===== config.mk =====
export PLATFORM = sky130hd
export DESIGN_NAME = program_memory_code_protection
export DESIGN_NICKNAME = d
export VERILOG_FILES = /design/src/core/code_protect_pkg.sv /design/src/core/program_memory_code_protection.sv /design/src/core/block_locator.sv
export SDC_FILE = /design/constraint.sdc
export NUM_CORES = 1
export LEC_CHECK = 0
export CAP_MARGIN = 25
export CELL_PAD_IN_SITES_DETAIL_PLACEMENT = 1
export CELL_PAD_IN_SITES_GLOBAL_PLACEMENT = 2
export CORE_AREA = 2 2 126 128
export CTS_CLUSTER_DIAMETER = 40
export DETAILED_ROUTE_END_ITERATION = 10
export DIE_AREA = 0 0 128 130
export DONT_BUFFER_PORTS = 1
export GPL_ROUTABILITY_DRIVEN = 0
export HOLD_SLACK_MARGIN = 0.1
export PLACE_DENSITY_LB_ADDON = 0.08
export SETUP_SLACK_MARGIN = 0.3
export SYNTH_ARGS = -nofsm -noshare
export SYNTH_HDL_FRONTEND = slang
export SYNTH_SLANG_ARGS = --single-unit

===== constraint.sdc =====
create_clock -name clk_sys -period 5.3 [get_ports clk_sys]
set_input_delay 0.265 -clock clk_sys [delete_from_list [all_inputs] [get_ports clk_sys]]
set_output_delay 0.265 -clock clk_sys [all_outputs]
set_load 0.1 [all_outputs]

===== src/core/code_protect_pkg.sv =====
// Constants and types for the program memory code protection block.
package code_protect_pkg;
    localparam int ADDR_W = 22;
    localparam int NUM_BLK = 8;
    localparam logic [21:0] CFG_BLK_CP = 22'h300008;
    localparam logic [21:0] CFG_EE_BOOT_CP = 22'h300009;
    localparam logic [21:0] CFG_BLK_WP = 22'h30000a;
    localparam logic [21:0] CFG_EE_BOOT_CFG_WP = 22'h30000b;
    localparam logic [21:0] CFG_BLK_TRP = 22'h30000c;
    localparam logic [21:0] CFG_BOOT_TRP = 22'h30000d;
    localparam logic [21:0] CFG_BOOT_SIZE = 22'h300006;
    localparam logic [21:0] DEV_ID_ADDR = 22'h3ffffe;
    localparam logic [21:0] CFG_BASE = 22'h300000;
    localparam logic [21:0] BOOT_END_2K = 22'h0007ff;
    localparam logic [21:0] BOOT_END_4K = 22'h000fff;
    localparam logic [21:0] BOOT_END_8K = 22'h001fff;
    localparam int BLK_SHIFT = 14;
    localparam int BOOT_SIZE_LSB = 4;
    localparam int BIT_EE = 7;
    localparam int BIT_BOOT = 6;
    localparam int BIT_CFG = 5;
    localparam logic [7:0] ERASED = 8'hff;
    localparam logic [7:0] DEV_ID_LO = 8'h5a;
    localparam logic [7:0] DEV_ID_HI = 8'ha5;
    typedef enum logic [1:0] {MEM_48K, MEM_64K, MEM_96K, MEM_128K} mem_size_t;
    typedef enum logic [1:0] {OP_NONE, OP_READ, OP_WRITE, OP_ERASE} prog_op_t;
endpackage


===== src/core/program_memory_code_protection.sv =====
// Access gating and protection-bit storage for program flash and data EEPROM.
`timescale 1ns/100ps
module program_memory_code_protection
    import code_protect_pkg::*;
(
    // System
    input wire logic clk_sys,
    input wire logic rst,
    input wire code_protect_pkg::mem_size_t memSize,
    // CPU table access
    input wire logic tblRead,
    input wire logic tblWrite,
    input wire logic [code_protect_pkg::ADDR_W-1:0] tblAddr,
    input wire logic [code_protect_pkg::ADDR_W-1:0] instrAddr,
    input wire logic [7:0] tblWdata,
    input wire logic [7:0] flashRdata,
    output logic [7:0] tblRdata,
    output logic tblDone,
    output logic flashWrite,
    output logic [code_protect_pkg::ADDR_W-1:0] flashAddr,
    output logic [7:0] flashWdata,
    // CPU data EEPROM
    input wire logic eeCpuWrite,
    output logic eeCpuWriteOk,
    // External programmer
    input wire code_protect_pkg::prog_op_t progOp,
    input wire logic progEeSel,
    input wire logic progChipErase,
    input wire logic [code_protect_pkg::ADDR_W-1:0] progAddr,
    input wire logic [7:0] progWdata,
    output logic [7:0] progRdata,
    output logic progDone,
    output logic progRefused
);
    import code_protect_pkg::*;

    logic [7:0] cpBits_r, cpBits_nxt, wpBits_r, wpBits_nxt, trpBits_r, trpBits_nxt;
    logic [7:0] eeCp_r, eeCp_nxt, eeWp_r, eeWp_nxt, bootTrp_r, bootTrp_nxt;
    logic [7:0] bootCfg_r, bootCfg_nxt;
    logic [7:0] tblRdata_r, tblRdata_nxt, progRdata_r, progRdata_nxt;
    logic [7:0] flashWdata_r, flashWdata_nxt;
    logic [21:0] flashAddr_r, flashAddr_nxt;
    logic tblDone_r, tblDone_nxt, flashWrite_r, flashWrite_nxt;
    logic eeOk_r, eeOk_nxt, progDone_r, progDone_nxt, progRef_r, progRef_nxt;

    logic tgtBoot, tgtImpl, srcBoot, srcImpl, prgBoot, prgImpl;
    logic [2:0] tgtIdx, srcIdx, prgIdx;

    block_locator targetLoc (
        .addr(tblAddr), .bootSize(bootCfg_r[BOOT_SIZE_LSB+1:BOOT_SIZE_LSB]),
        .memSize(memSize), .inBoot(tgtBoot), .blockIdx(tgtIdx), .implemented(tgtImpl)
    );
    block_locator sourceLoc (
        .addr(instrAddr), .bootSize(bootCfg_r[BOOT_SIZE_LSB+1:BOOT_SIZE_LSB]),
        .memSize(memSize), .inBoot(srcBoot), .blockIdx(srcIdx), .implemented(srcImpl)
    );
    block_locator progLoc (
        .addr(progAddr), .bootSize(bootCfg_r[BOOT_SIZE_LSB+1:BOOT_SIZE_LSB]),
        .memSize(memSize), .inBoot(prgBoot), .blockIdx(prgIdx), .implemented(prgImpl)
    );

    // Per-block protection views, including the boot region.
    logic tgtWp, tgtTrp, prgCp, sameBlock, tgtIsCfg, prgIsCfg, tblCanRead;
    always_comb begin
        tgtWp = tgtBoot ? eeWp_r[BIT_BOOT] : wpBits_r[tgtIdx];
        tgtTrp = tgtBoot ? bootTrp_r[BIT_BOOT] : trpBits_r[tgtIdx];
        prgCp = prgBoot ? eeCp_r[BIT_BOOT] : cpBits_r[prgIdx];
        sameBlock = (tgtBoot == srcBoot) && (tgtBoot || (tgtIdx == srcIdx));
        tgtIsCfg = tblAddr >= CFG_BASE;
        prgIsCfg = progAddr >= CFG_BASE;
        tblCanRead = tgtImpl && (tgtTrp || sameBlock);
    end

    // Reads a configuration byte; also used by the programmer.
    function automatic logic [7:0] cfgRead(input logic [21:0] a, input logic [7:0] cp,
            input logic [7:0] ecp, input logic [7:0] wp, input logic [7:0] ewp,
            input logic [7:0] trp, input logic [7:0] btrp, input logic [7:0] bcfg);
        logic [7:0] v;
        v = 8'h00;
        unique case (a)
            CFG_BLK_CP: v = cp;
            CFG_EE_BOOT_CP: v = ecp & 8'hc0;
            CFG_BLK_WP: v = wp;
            CFG_EE_BOOT_CFG_WP: v = ewp & 8'he0;
            CFG_BLK_TRP: v = trp;
            CFG_BOOT_TRP: v = btrp & 8'h40;
            CFG_BOOT_SIZE: v = bcfg;
            DEV_ID_ADDR: v = DEV_ID_LO;
            default: v = (a == DEV_ID_ADDR + 22'h000001) ? DEV_ID_HI : 8'h00;
        endcase
        return v;
    endfunction

    always_comb begin
        cpBits_nxt = cpBits_r;
        wpBits_nxt = wpBits_r;
        trpBits_nxt = trpBits_r;
        eeCp_nxt = eeCp_r;
        eeWp_nxt = eeWp_r;
        bootTrp_nxt = bootTrp_r;
        bootCfg_nxt = bootCfg_r;
        tblRdata_nxt = tblRdata_r;
        progRdata_nxt = progRdata_r;
        flashWdata_nxt = flashWdata_r;
        flashAddr_nxt = flashAddr_r;
        tblDone_nxt = 1'b0;
        flashWrite_nxt = 1'b0;
        progDone_nxt = 1'b0;
        progRef_nxt = 1'b0;
        eeOk_nxt = eeCpuWrite && eeWp_r[BIT_EE];

        if (tblRead) begin
            tblDone_nxt = 1'b1;
            if (tgtIsCfg) begin
                tblRdata_nxt = cfgRead(tblAddr, cpBits_r, eeCp_r, wpBits_r, eeWp_r,
                    trpBits_r, bootTrp_r, bootCfg_r);
            end else begin
                tblRdata_nxt = tblCanRead ? flashRdata : 8'h00;
            end
        end else if (tblWrite) begin
            tblDone_nxt = 1'b1;
            if (tgtIsCfg) begin
                // Protection bits are AND-ed so they can only be cleared.
                if (eeWp_r[BIT_CFG]) begin
                    unique case (tblAddr)
                        CFG_BLK_CP: cpBits_nxt = cpBits_r & tblWdata;
                        CFG_EE_BOOT_CP: eeCp_nxt = eeCp_r & (tblWdata | 8'h3f);
                        CFG_BLK_WP: wpBits_nxt = wpBits_r & tblWdata;
                        // The config write-protect bit is held out of CPU reach.
                        CFG_EE_BOOT_CFG_WP: eeWp_nxt = eeWp_r & (tblWdata | 8'h3f);
                        CFG_BLK_TRP: trpBits_nxt = trpBits_r & tblWdata;
                        CFG_BOOT_TRP: bootTrp_nxt = bootTrp_r & (tblWdata | 8'hbf);
                        CFG_BOOT_SIZE: bootCfg_nxt = tblWdata;
                        default: ;
                    endcase
                end
            end else if (tgtImpl && tgtWp) begin
                flashWrite_nxt = 1'b1;
                flashAddr_nxt = tblAddr;
                flashWdata_nxt = tblWdata;
            end
        end

        unique case (progOp)
            OP_NONE: ;
            OP_READ: begin
                progDone_nxt = 1'b1;
                if (progEeSel) begin
                    progRef_nxt = !eeCp_r[BIT_EE];
                    progRdata_nxt = eeCp_r[BIT_EE] ? flashRdata : 8'h00;
                end else if (prgIsCfg) begin
                    progRdata_nxt = cfgRead(progAddr, cpBits_r, eeCp_r, wpBits_r, eeWp_r,
                        trpBits_r, bootTrp_r, bootCfg_r);
                end else begin
                    progRef_nxt = !prgCp;
                    progRdata_nxt = (prgCp && prgImpl) ? flashRdata : 8'h00;
                end
            end
            OP_WRITE: begin
                progDone_nxt = 1'b1;
                if (progEeSel) begin
                    progRef_nxt = !(eeCp_r[BIT_EE] && eeWp_r[BIT_EE]);
                end else if (prgIsCfg) begin
                    unique case (progAddr)
                        CFG_BLK_CP: cpBits_nxt = cpBits_r & progWdata;
                        CFG_EE_BOOT_CP: eeCp_nxt = eeCp_r & progWdata;
                        CFG_BLK_WP: wpBits_nxt = wpBits_r & progWdata;
                        CFG_EE_BOOT_CFG_WP: eeWp_nxt = eeWp_r & progWdata;
                        CFG_BLK_TRP: trpBits_nxt = trpBits_r & progWdata;
                        CFG_BOOT_TRP: bootTrp_nxt = bootTrp_r & progWdata;
                        CFG_BOOT_SIZE: bootCfg_nxt = progWdata;
                        default: ;
                    endcase
                end else if (prgCp && prgImpl) begin
                    flashWrite_nxt = 1'b1;
                    flashAddr_nxt = progAddr;
                    flashWdata_nxt = progWdata;
                end else begin
                    progRef_nxt = 1'b1;
                end
            end
            OP_ERASE: begin
                progDone_nxt = 1'b1;
                if (progChipErase) begin
                    cpBits_nxt = ERASED;
                    wpBits_nxt = ERASED;
                    trpBits_nxt = ERASED;
                    eeCp_nxt = ERASED;
                    eeWp_nxt = ERASED;
                    bootTrp_nxt = ERASED;
                end else if (prgBoot) begin
                    eeCp_nxt[BIT_BOOT] = 1'b1;
                    eeWp_nxt[BIT_BOOT] = 1'b1;
                    bootTrp_nxt[BIT_BOOT] = 1'b1;
                end else begin
                    cpBits_nxt[prgIdx] = 1'b1;
                    wpBits_nxt[prgIdx] = 1'b1;
                    trpBits_nxt[prgIdx] = 1'b1;
                end
            end
        endcase
    end

    always_ff @(posedge clk_sys) begin
        if (rst) begin
            // Bits model non-volatile cells; reset leaves them erased until loaded.
            cpBits_r <= ERASED;
            wpBits_r <= ERASED;
            trpBits_r <= ERASED;
            eeCp_r <= ERASED;
            eeWp_r <= ERASED;
            bootTrp_r <= ERASED;
            bootCfg_r <= ERASED;
            tblRdata_r <= 8'h00;
            progRdata_r <= 8'h00;
            flashWdata_r <= 8'h00;
            flashAddr_r <= 22'h000000;
            tblDone_r <= 1'b0;
            flashWrite_r <= 1'b0;
            eeOk_r <= 1'b0;
            progDone_r <= 1'b0;
            progRef_r <= 1'b0;
        end else begin
            cpBits_r <= cpBits_nxt;
            wpBits_r <= wpBits_nxt;
            trpBits_r <= trpBits_nxt;
            eeCp_r <= eeCp_nxt;
            eeWp_r <= eeWp_nxt;
            bootTrp_r <= bootTrp_nxt;
            bootCfg_r <= bootCfg_nxt;
            tblRdata_r <= tblRdata_nxt;
            progRdata_r <= progRdata_nxt;
            flashWdata_r <= flashWdata_nxt;
            flashAddr_r <= flashAddr_nxt;
            tblDone_r <= tblDone_nxt;
            flashWrite_r <= flashWrite_nxt;
            eeOk_r <= eeOk_nxt;
            progDone_r <= progDone_nxt;
            progRef_r <= progRef_nxt;
        end
    end

    assign tblRdata = tblRdata_r;
    assign tblDone = tblDone_r;
    assign flashWrite = flashWrite_r;
    assign flashAddr = flashAddr_r;
    assign flashWdata = flashWdata_r;
    assign eeCpuWriteOk = eeOk_r;
    assign progRdata = progRdata_r;
    assign progDone = progDone_r;
    assign progRefused = progRef_r;
endmodule


===== src/core/block_locator.sv =====
// Maps a program address to its protection block index.
`timescale 1ns/100ps
module block_locator
    import code_protect_pkg::*;
(
    // Address and boot size
    input wire logic [code_protect_pkg::ADDR_W-1:0] addr,
    input wire logic [1:0] bootSize,
    input wire code_protect_pkg::mem_size_t memSize,
    // Result
    output logic inBoot,
    output logic [2:0] blockIdx,
    output logic implemented
);
    logic [21:0] bootEnd;
    logic [21:0] memEnd;

    always_comb begin
        unique case (bootSize)
            2'b00: bootEnd = BOOT_END_2K;
            2'b01: bootEnd = BOOT_END_4K;
            default: bootEnd = BOOT_END_8K;
        endcase
        unique case (memSize)
            MEM_48K: memEnd = 22'h00bfff;
            MEM_64K: memEnd = 22'h00ffff;
            MEM_96K: memEnd = 22'h017fff;
            MEM_128K: memEnd = 22'h01ffff;
        endcase
        inBoot = addr <= bootEnd;
        blockIdx = addr[BLK_SHIFT+2:BLK_SHIFT];
        implemented = addr <= memEnd;
    end
endmodule


# Yosys cells after proc, flatten, opt, wreduce, memory -nomap -nowiden

Cells that the tools add are included.

Output and inout port bits: 51
Input bits: 101
Bits in registers: 107
Logic and storage cells: 220

Reductions and logical operators: 15
Bitwise gates (word level): 15
Equality and inequality tests: 27
Muxes and demuxes: 137
Order comparisons: 10

Operator list:

| operator                                                                     | count |
|---|---|
| 8-bit two-way mux                                                            | 79 |
| 22-bit == test, second input constant                                        | 18 |
| 22-bit two-way mux                                                           | 8 |
| 8-bit one-hot mux with 8 select lines                                        | 2 |
| 8-bit AND                                                                    | 12 |
| 8-bit one-hot mux with 2 select lines                                        | 6 |
| 22-bit <= comparator                                                         | 4 |
| 22-bit one-hot mux with 4 select lines                                       | 1 |
| 22-bit >= comparator, second input constant                                  | 2 |
| 1-bit two-way mux                                                            | 32 |
| 13-bit one-hot mux with 2 select lines                                       | 1 |
| 8-bit OR                                                                     | 3 |
| 22-bit by 13-bit <= comparator with 1-bit output                             | 1 |
| 6-bit two-way mux                                                            | 3 |
| 1-bit binary-select mux with 3-bit select                                    | 3 |
| 2-bit == test, second input constant                                         | 4 |
| 3-bit by 4-bit less-than comparator with 1-bit output, second input constant | 2 |
| 1-bit logical AND                                                            | 7 |
| 2-bit by 1-bit == test with 1-bit output, second input constant              | 3 |
| 2-bit zero test                                                              | 2 |
| 1-bit demux with 3-bit select                                                | 1 |
| 3-bit == test                                                                | 1 |
| 3-bit by 1-bit >= comparator with 1-bit output, second input constant        | 1 |
| 1-bit zero test                                                              | 3 |
| other kinds (4)                                                              | 5 |

# Depth between registers and ports, before layout

Depth in word-level cells: 13
Mapped depth: 11
Depth with buffers taken out: 9

# By module

From an unflattened synthesis, not the netlist that was laid out.

Cell total of the unflattened synthesis: 729
Area total of the unflattened synthesis: 6040.8 µm²

Modules (own cells, without submodules):

| module                         | times used | cells an instance | area each (µm²) | sequential area each (µm²) |
|---|---|---|---|---|
| program_memory_code_protection | 1          | 636               | 5365.1          | 1781.7 |
| block_locator                  | 3          | 31                | 225.2           | 0.0 |

# Worst setup path after synthesis

Ideal clock, no wire load.

Kind: reg2reg
Start: register bootCfg_r[5]
End: register flashWdata_r[0], in the netlist flashWdata[0]
Setup slack: 2.634 ns
Arrival time: 2.525 ns
Stages on the path, launching flop included: 11
Setup time: 0.142 ns
Clock period less this slack: 2.666 ns
Buffers on the path: 2
Required time: 5.158 ns
Cells stage by stage: dfxtp_1 > inv_1 > ha_1 > nand3b_1 > or4_4 > a2111o_1 > a2111o_1 > buf_4 > buf_4 > nor2_1 > a211oi_2

Cells in the longest elaborated chain, start to end: 13

RTL lines:

| what                                                                        | RTL line                              | source |
|---|---|---|
| start: declaration                                                          | program_memory_code_protection.sv:39  | `logic [7:0] bootCfg_r, bootCfg_nxt;` |
| start signal: assignment                                                    | program_memory_code_protection.sv:230 | `bootCfg_r <= bootCfg_nxt;` |
| 2-bit by 1-bit == test with 1-bit output or 2-bit zero test (tied branches) | block_locator.sv:19                   | `unique case (bootSize)` |
| 13-bit one-hot mux with 2 select lines (*)                                  | block_locator.sv:19                   |  |
| 22-bit <= comparator                                                        | block_locator.sv:30                   | `inBoot = addr <= bootEnd;` |
| 1-bit two-way mux                                                           | program_memory_code_protection.sv:65  | `tgtWp = tgtBoot ? eeWp_r[BIT_BOOT] : wpBits_r[tgtIdx];` |
| 1-bit logical AND                                                           | program_memory_code_protection.sv:137 | `end else if (tgtImpl && tgtWp) begin` |
| 8-bit two-way mux                                                           | program_memory_code_protection.sv:137 |  |
| 8-bit two-way mux                                                           | program_memory_code_protection.sv:122 | `if (tgtIsCfg) begin` |
| 8-bit two-way mux                                                           | program_memory_code_protection.sv:120 | `end else if (tblWrite) begin` |
| 8-bit two-way mux                                                           | program_memory_code_protection.sv:112 | `if (tblRead) begin` |
| 8-bit two-way mux                                                           | program_memory_code_protection.sv:174 | `end else if (prgCp && prgImpl) begin` |
| 8-bit two-way mux                                                           | program_memory_code_protection.sv:163 | `end else if (prgIsCfg) begin` |
| 8-bit two-way mux                                                           | program_memory_code_protection.sv:161 | `if (progEeSel) begin` |
| 8-bit two-way mux (*)                                                       | program_memory_code_protection.sv:144 | `unique case (progOp)` |
| end signal: assignment                                                      | program_memory_code_protection.sv:233 | `flashWdata_r <= flashWdata_nxt;` |
| end: declaration                                                            | program_memory_code_protection.sv:41  | `logic [7:0] flashWdata_r, flashWdata_nxt;` |

Every way passes the cells marked *; elsewhere a longest branch is shown, timed or not.
A chain may end at the register's enable or synchronous reset.

# Worst setup path in the final report

Start: register bootCfg_r[5]
End: register tblRdata_r[7], in the netlist tblRdata[7]

Cells in the longest elaborated chain, start to end: 9

RTL lines:

| what                                                                        | RTL line                              | source |
|---|---|---|
| 2-bit by 1-bit == test with 1-bit output or 2-bit zero test (tied branches) | block_locator.sv:19                   |  |
| 13-bit one-hot mux with 2 select lines (*)                                  | block_locator.sv:19                   |  |
| 22-bit <= comparator                                                        | block_locator.sv:30                   |  |
| 1-bit == test or 1-bit logical OR (tied branches)                           | program_memory_code_protection.sv:68  | `sameBlock = (tgtBoot == srcBoot) && (tgtBoot \|\| (tgtIdx == srcIdx));` |
| 1-bit logical AND                                                           | program_memory_code_protection.sv:68  |  |
| 1-bit logical OR (*)                                                        | program_memory_code_protection.sv:71  | `tblCanRead = tgtImpl && (tgtTrp \|\| sameBlock);` |
| 1-bit logical AND (*)                                                       | program_memory_code_protection.sv:71  |  |
| 8-bit two-way mux (*)                                                       | program_memory_code_protection.sv:118 | `tblRdata_nxt = tblCanRead ? flashRdata : 8'h00;` |
| 8-bit two-way mux (*)                                                       | program_memory_code_protection.sv:114 | `if (tgtIsCfg) begin` |
| end signal: assignment                                                      | program_memory_code_protection.sv:231 | `tblRdata_r <= tblRdata_nxt;` |
| end: declaration                                                            | program_memory_code_protection.sv:40  | `logic [7:0] tblRdata_r, tblRdata_nxt, progRdata_r, progRdata_nxt;` |

Marks and branches as above.

==> results.txt <==
- Of all nets on the critical path, the largest fanout is 8.
- Total Nets Final: 821
* Yosys warns: 0
- Dividing the detail-routed via count by the number of cells gives 6.82.
* Crit path cell chain: nor2_1 > ha_1 > nand4_1 > nor3_1 > o2111a_1 > o221ai_1 > nand3_1 > a311oi_1 > dlygate4sd3_1
- Buffers from clock root to sink, at most: 2
- The clock network burns 46.8% of the power.
- Averaged over all synthesized cells, the footprint is 8.50 sq um.
* Most frequently used flop master after synthesis: dfxtp_1
- Final Non-Filler Cells: 901
- Before antenna repair, the detailed router went through 5 iterations.
- Clock root buffer: clkbuf_16
- The count of nets left with antenna violations once routing finished came out at 0.
- Summed over all layers, the global routing overflow is 0.
* DRC violations left: 0
- Setup violations remaining at the end of the flow were counted as 0.
* Vertical die dimension: 130 um
- The initial antenna violation count was 0.
* Synthesized flop and latch total: 89
- The final critical path takes up 65.7% of the cycle.
* Power per cell area: 247 nW/um^2
- Arrival time worst endpoint: 3.79 ns
- Worst max-slew margin expressed relative to the limit: 27.1%
- Number of placed instances with taps included: 854
- Of the cells placed in the final design, the portion with a size suffix greater than 1 is 10.3%.
- Synth Net Count: 823
- Area inside the core boundary: 15,400 sq um
- The H-tree was split into 3 levels.
* Proportion of power drawn by flip-flops and latches: 44.9%
- The flow ran to the end, and the final reports show no timing, DRC or antenna violations.
- Slack of the worst reg-to-reg path: 1.82 ns
- TritonCTS built the clock tree.
- Slew Limit Fails: 0
* Maximum clock frequency: 0.287 GHz
- Number of maximum-capacitance violations: 0
- The initial utilization of the core area, before any placement, comes to 38.9%.
- Internal portion of total power: 1.22 mW
- For this run, the slowest stage of the critical path takes 0.84 ns.
- Of the total power, combinational logic draws 8.2%.
- Clock slew at the register clock pins of the worst setup and hold paths: 0.07 ns
- On the final layout, the worst clock skew is 0.00943 ns.
- Worst-margin pin slew: 1.09 ns
- Total wire length after detailed routing: 25,700 um
- Number of standard-cell rows in the floorplan: 46
- Async set-or-reset flop fraction in the synthesized netlist: 0%
- On the final layout, the worst hold slack is 0.104 ns.
* Cell leakage power: 2.50 nW
* Routed len/inst: 28.6 um
- Setup Fix Bufs, Post-CTS: 0
- For the finished layout, the period the worst path requires is 3.48 ns.
- In this run the cell area of the synthesized design comes to 6000 sq um.
* Worst setup margin: 1.82 ns
- Die ar.: 16,600 sq um
- Switching Fraction: 26.6%
* Post-synthesis instance total: 706
- At the placement stage, the worst setup path has a slack of 1.91 ns.
* DRC violation total after the first TritonRoute iteration: 504
- RSZ-0062 raised after global routing: no
* Num CTS Buffers: 9
* Final setup TNS: 0 ns
- Detailed placement finished with a half-perimeter wire length of 19,500 um.
* Peak supply drop: 0.000139 V
* Final total power: 1.67 mW
- Post-synthesis cell type count: 62
- Horizontal die dimension: 128 um
- For this run, the register share of the synthesized area comes to 29.7%.
- Clock latency on the worst-skew pair: 0.36 ns
- Switch Pwr: 443 uW
* Maximum number of pins on one net before global-route repair: 57
- Number of buffer cells added on primary ports: 0
- Number of clock sinks: 89
- Number of flops mapped to enable cells by yosys: 0
* Hold-fix buffers, CTS: 30
- Final number of hold-violating endpoints: 0
* Detailed-route via count: 6,146
- Critical Setup Path Class: reg -> reg
- Global-route wire length before repair: 38,900 um
- Startpoint Class: register
- Cell at the slowest stage of the critical path: o221ai_1
- The path class of the tightest hold or removal check is in -> reg.
- The via count of the first global-routing pass was 6,297.
- I/O Pins: 152
* Antenna cells: 0
* Total Routing Usage GR: 31.5%
- Growth of design area from synthesis to finish: 12.4%
- STA classifies the critical path endpoint as a register.
- In this run, post-CTS repair resized a total of 0 instances.
- STA puts the critical path data required time at 5.60 ns.
-- metrics by stage --
step / instance area [sq um] / utilization (%)
after floorplan: 6000 / -
after global placement: 6050 / 39.2
after detailed placement: 6050 / 39.2
after CTS: 6720 / 43.6
after global routing: 6740 / 43.7
final: 6740 / 43.7
-- logic make-up after synthesis --
family / synth area share (%)
xor gates and xnor gates: 0.292
DFF: 29.7
and+or+nand+nor: 26.3
buffers and inverters: 4.34
AOI/OAI and AO/OA: 26.6
muxes: 9.38
adders and majority gates: 3.34
-- cell usage in the layout (no fill, tap or decap), types with 15 or more instances in the layout --
master / instances
dfxtp_1: 89
nor2_1: 72
nand2_1: 45
nand3_1: 32
nor3_1: 29
dlygate4sd3_1: 29
a21o_1: 28
mux2i_1: 27
o21ai_0: 23
nor4_1: 21
a211oi_2: 20
and3_1: 18
a211oi_1: 17
ha_1: 16
nand4_1: 15
-- cell usage after synthesis (all sizes together) (2+ instances only) --
| library cell | number | share of area (%) |
|---|---|---|
| and4b | 7 | 1.2 |
| nand3b | 2 | 0.25 |
| and3 | 18 | 1.9 |
| buf | 13 | 1.4 |
| dfxtp | 89 | 30 |
| a222oi | 4 | 0.67 |
| o22ai | 9 | 0.94 |
| a2111o | 2 | 0.38 |
| a211oi | 37 | 6.3 |
| nor2b | 6 | 0.63 |
| a221oi | 8 | 1.2 |
| nand2 | 45 | 2.8 |
| or4 | 9 | 1.2 |
| a211o | 4 | 0.58 |
| nor3 | 29 | 2.4 |
| o21ai | 23 | 1.9 |
| mux4 | 7 | 2.6 |
| a311oi | 10 | 1.5 |
| xnor2 | 2 | 0.29 |
| inv | 14 | 0.88 |
| or3 | 8 | 0.83 |
| o2bb2ai | 14 | 2.0 |
| a22o | 8 | 1.2 |
| or2 | 5 | 0.52 |
| a21oi | 14 | 1.2 |
| a22oi | 12 | 1.5 |
| o21bai | 9 | 1.1 |
| a21o | 28 | 3.5 |
| and2 | 8 | 0.83 |
| nand4 | 15 | 1.6 |
| nor2 | 72 | 4.5 |
| a2111oi | 3 | 0.44 |
| mux2 | 12 | 2.3 |
| clkbuf | 33 | 2.1 |
| a21bo | 3 | 0.50 |
| nand3 | 32 | 2.7 |
| a32oi | 2 | 0.29 |
| mux2i | 27 | 4.5 |
| a311o | 2 | 0.33 |
| nor4 | 24 | 3.3 |
| ha | 16 | 3.3 |
| nand2b | 8 | 0.83 |
-- final timing paths --
check	start	end	cells after the start
worst max-delay path	bootCfg_r[5]	tblRdata[7]	9
worst max register to register	bootCfg_r[5]	tblRdata[7]	9
worst min register to register	cpBits_r[7]	cpBits_r[7]	1
worst min-delay path	rst	register	2
-- worst max-delay path: cells and delay by family (launching register included) --
family | cells | cell delay, ns
AOI/OAI and AO/OA | 3 | 1.43
and+or+nand+nor | 4 | 0.69
buffers and inverters | 1 | 0.58
DFF | 1 | 0.37
adders and majority gates | 1 | 0.34
-- state kept, by name, indices dropped and copies added (netlist names), 8 cells and up, named ones only --
name	count
bootCfg_r	8
cpBits_r	8
flashAddr	22
flashWdata	8
progRdata	8
tblRdata	8
trpBits_r	8
wpBits_r	8
-- power by group through the flow --
stage                     clock network (mW)  logic [mW]  registers [mW]
after global placement                     0      0.0989           0.764
after detailed placement                   0       0.103           0.765
after CTS                              0.788       0.135           0.749
after floorplan                            0      0.0949           0.763
final                                  0.781       0.137           0.749
after global routing                   0.817       0.150           0.750
-- final cells by class --
type / count / area (sq um)
inverter: 14 / 52.6
sequential: 89 / 1780
clock inverter: 4 / 98.8
clock buffer: 12 / 256
tap: 192 / 240
timing repair buffer: 33 / 353
multi-input combinational: 557 / 3960
fill: 1829 / 8680
-- layer usage --
layer | global-route usage [%] | vias to the layer above | wire length, um
met5 | 0 | - | 0
met4 | 16.4 | 0 | 1170
met3 | 8.28 | 67 | 2330
met2 | 51.6 | 275 | 11900
met1 | 38.1 | 3058 | 10300
li1 | - | 2746 | -
No activity file was read; power rests on OpenSTA's default activity.
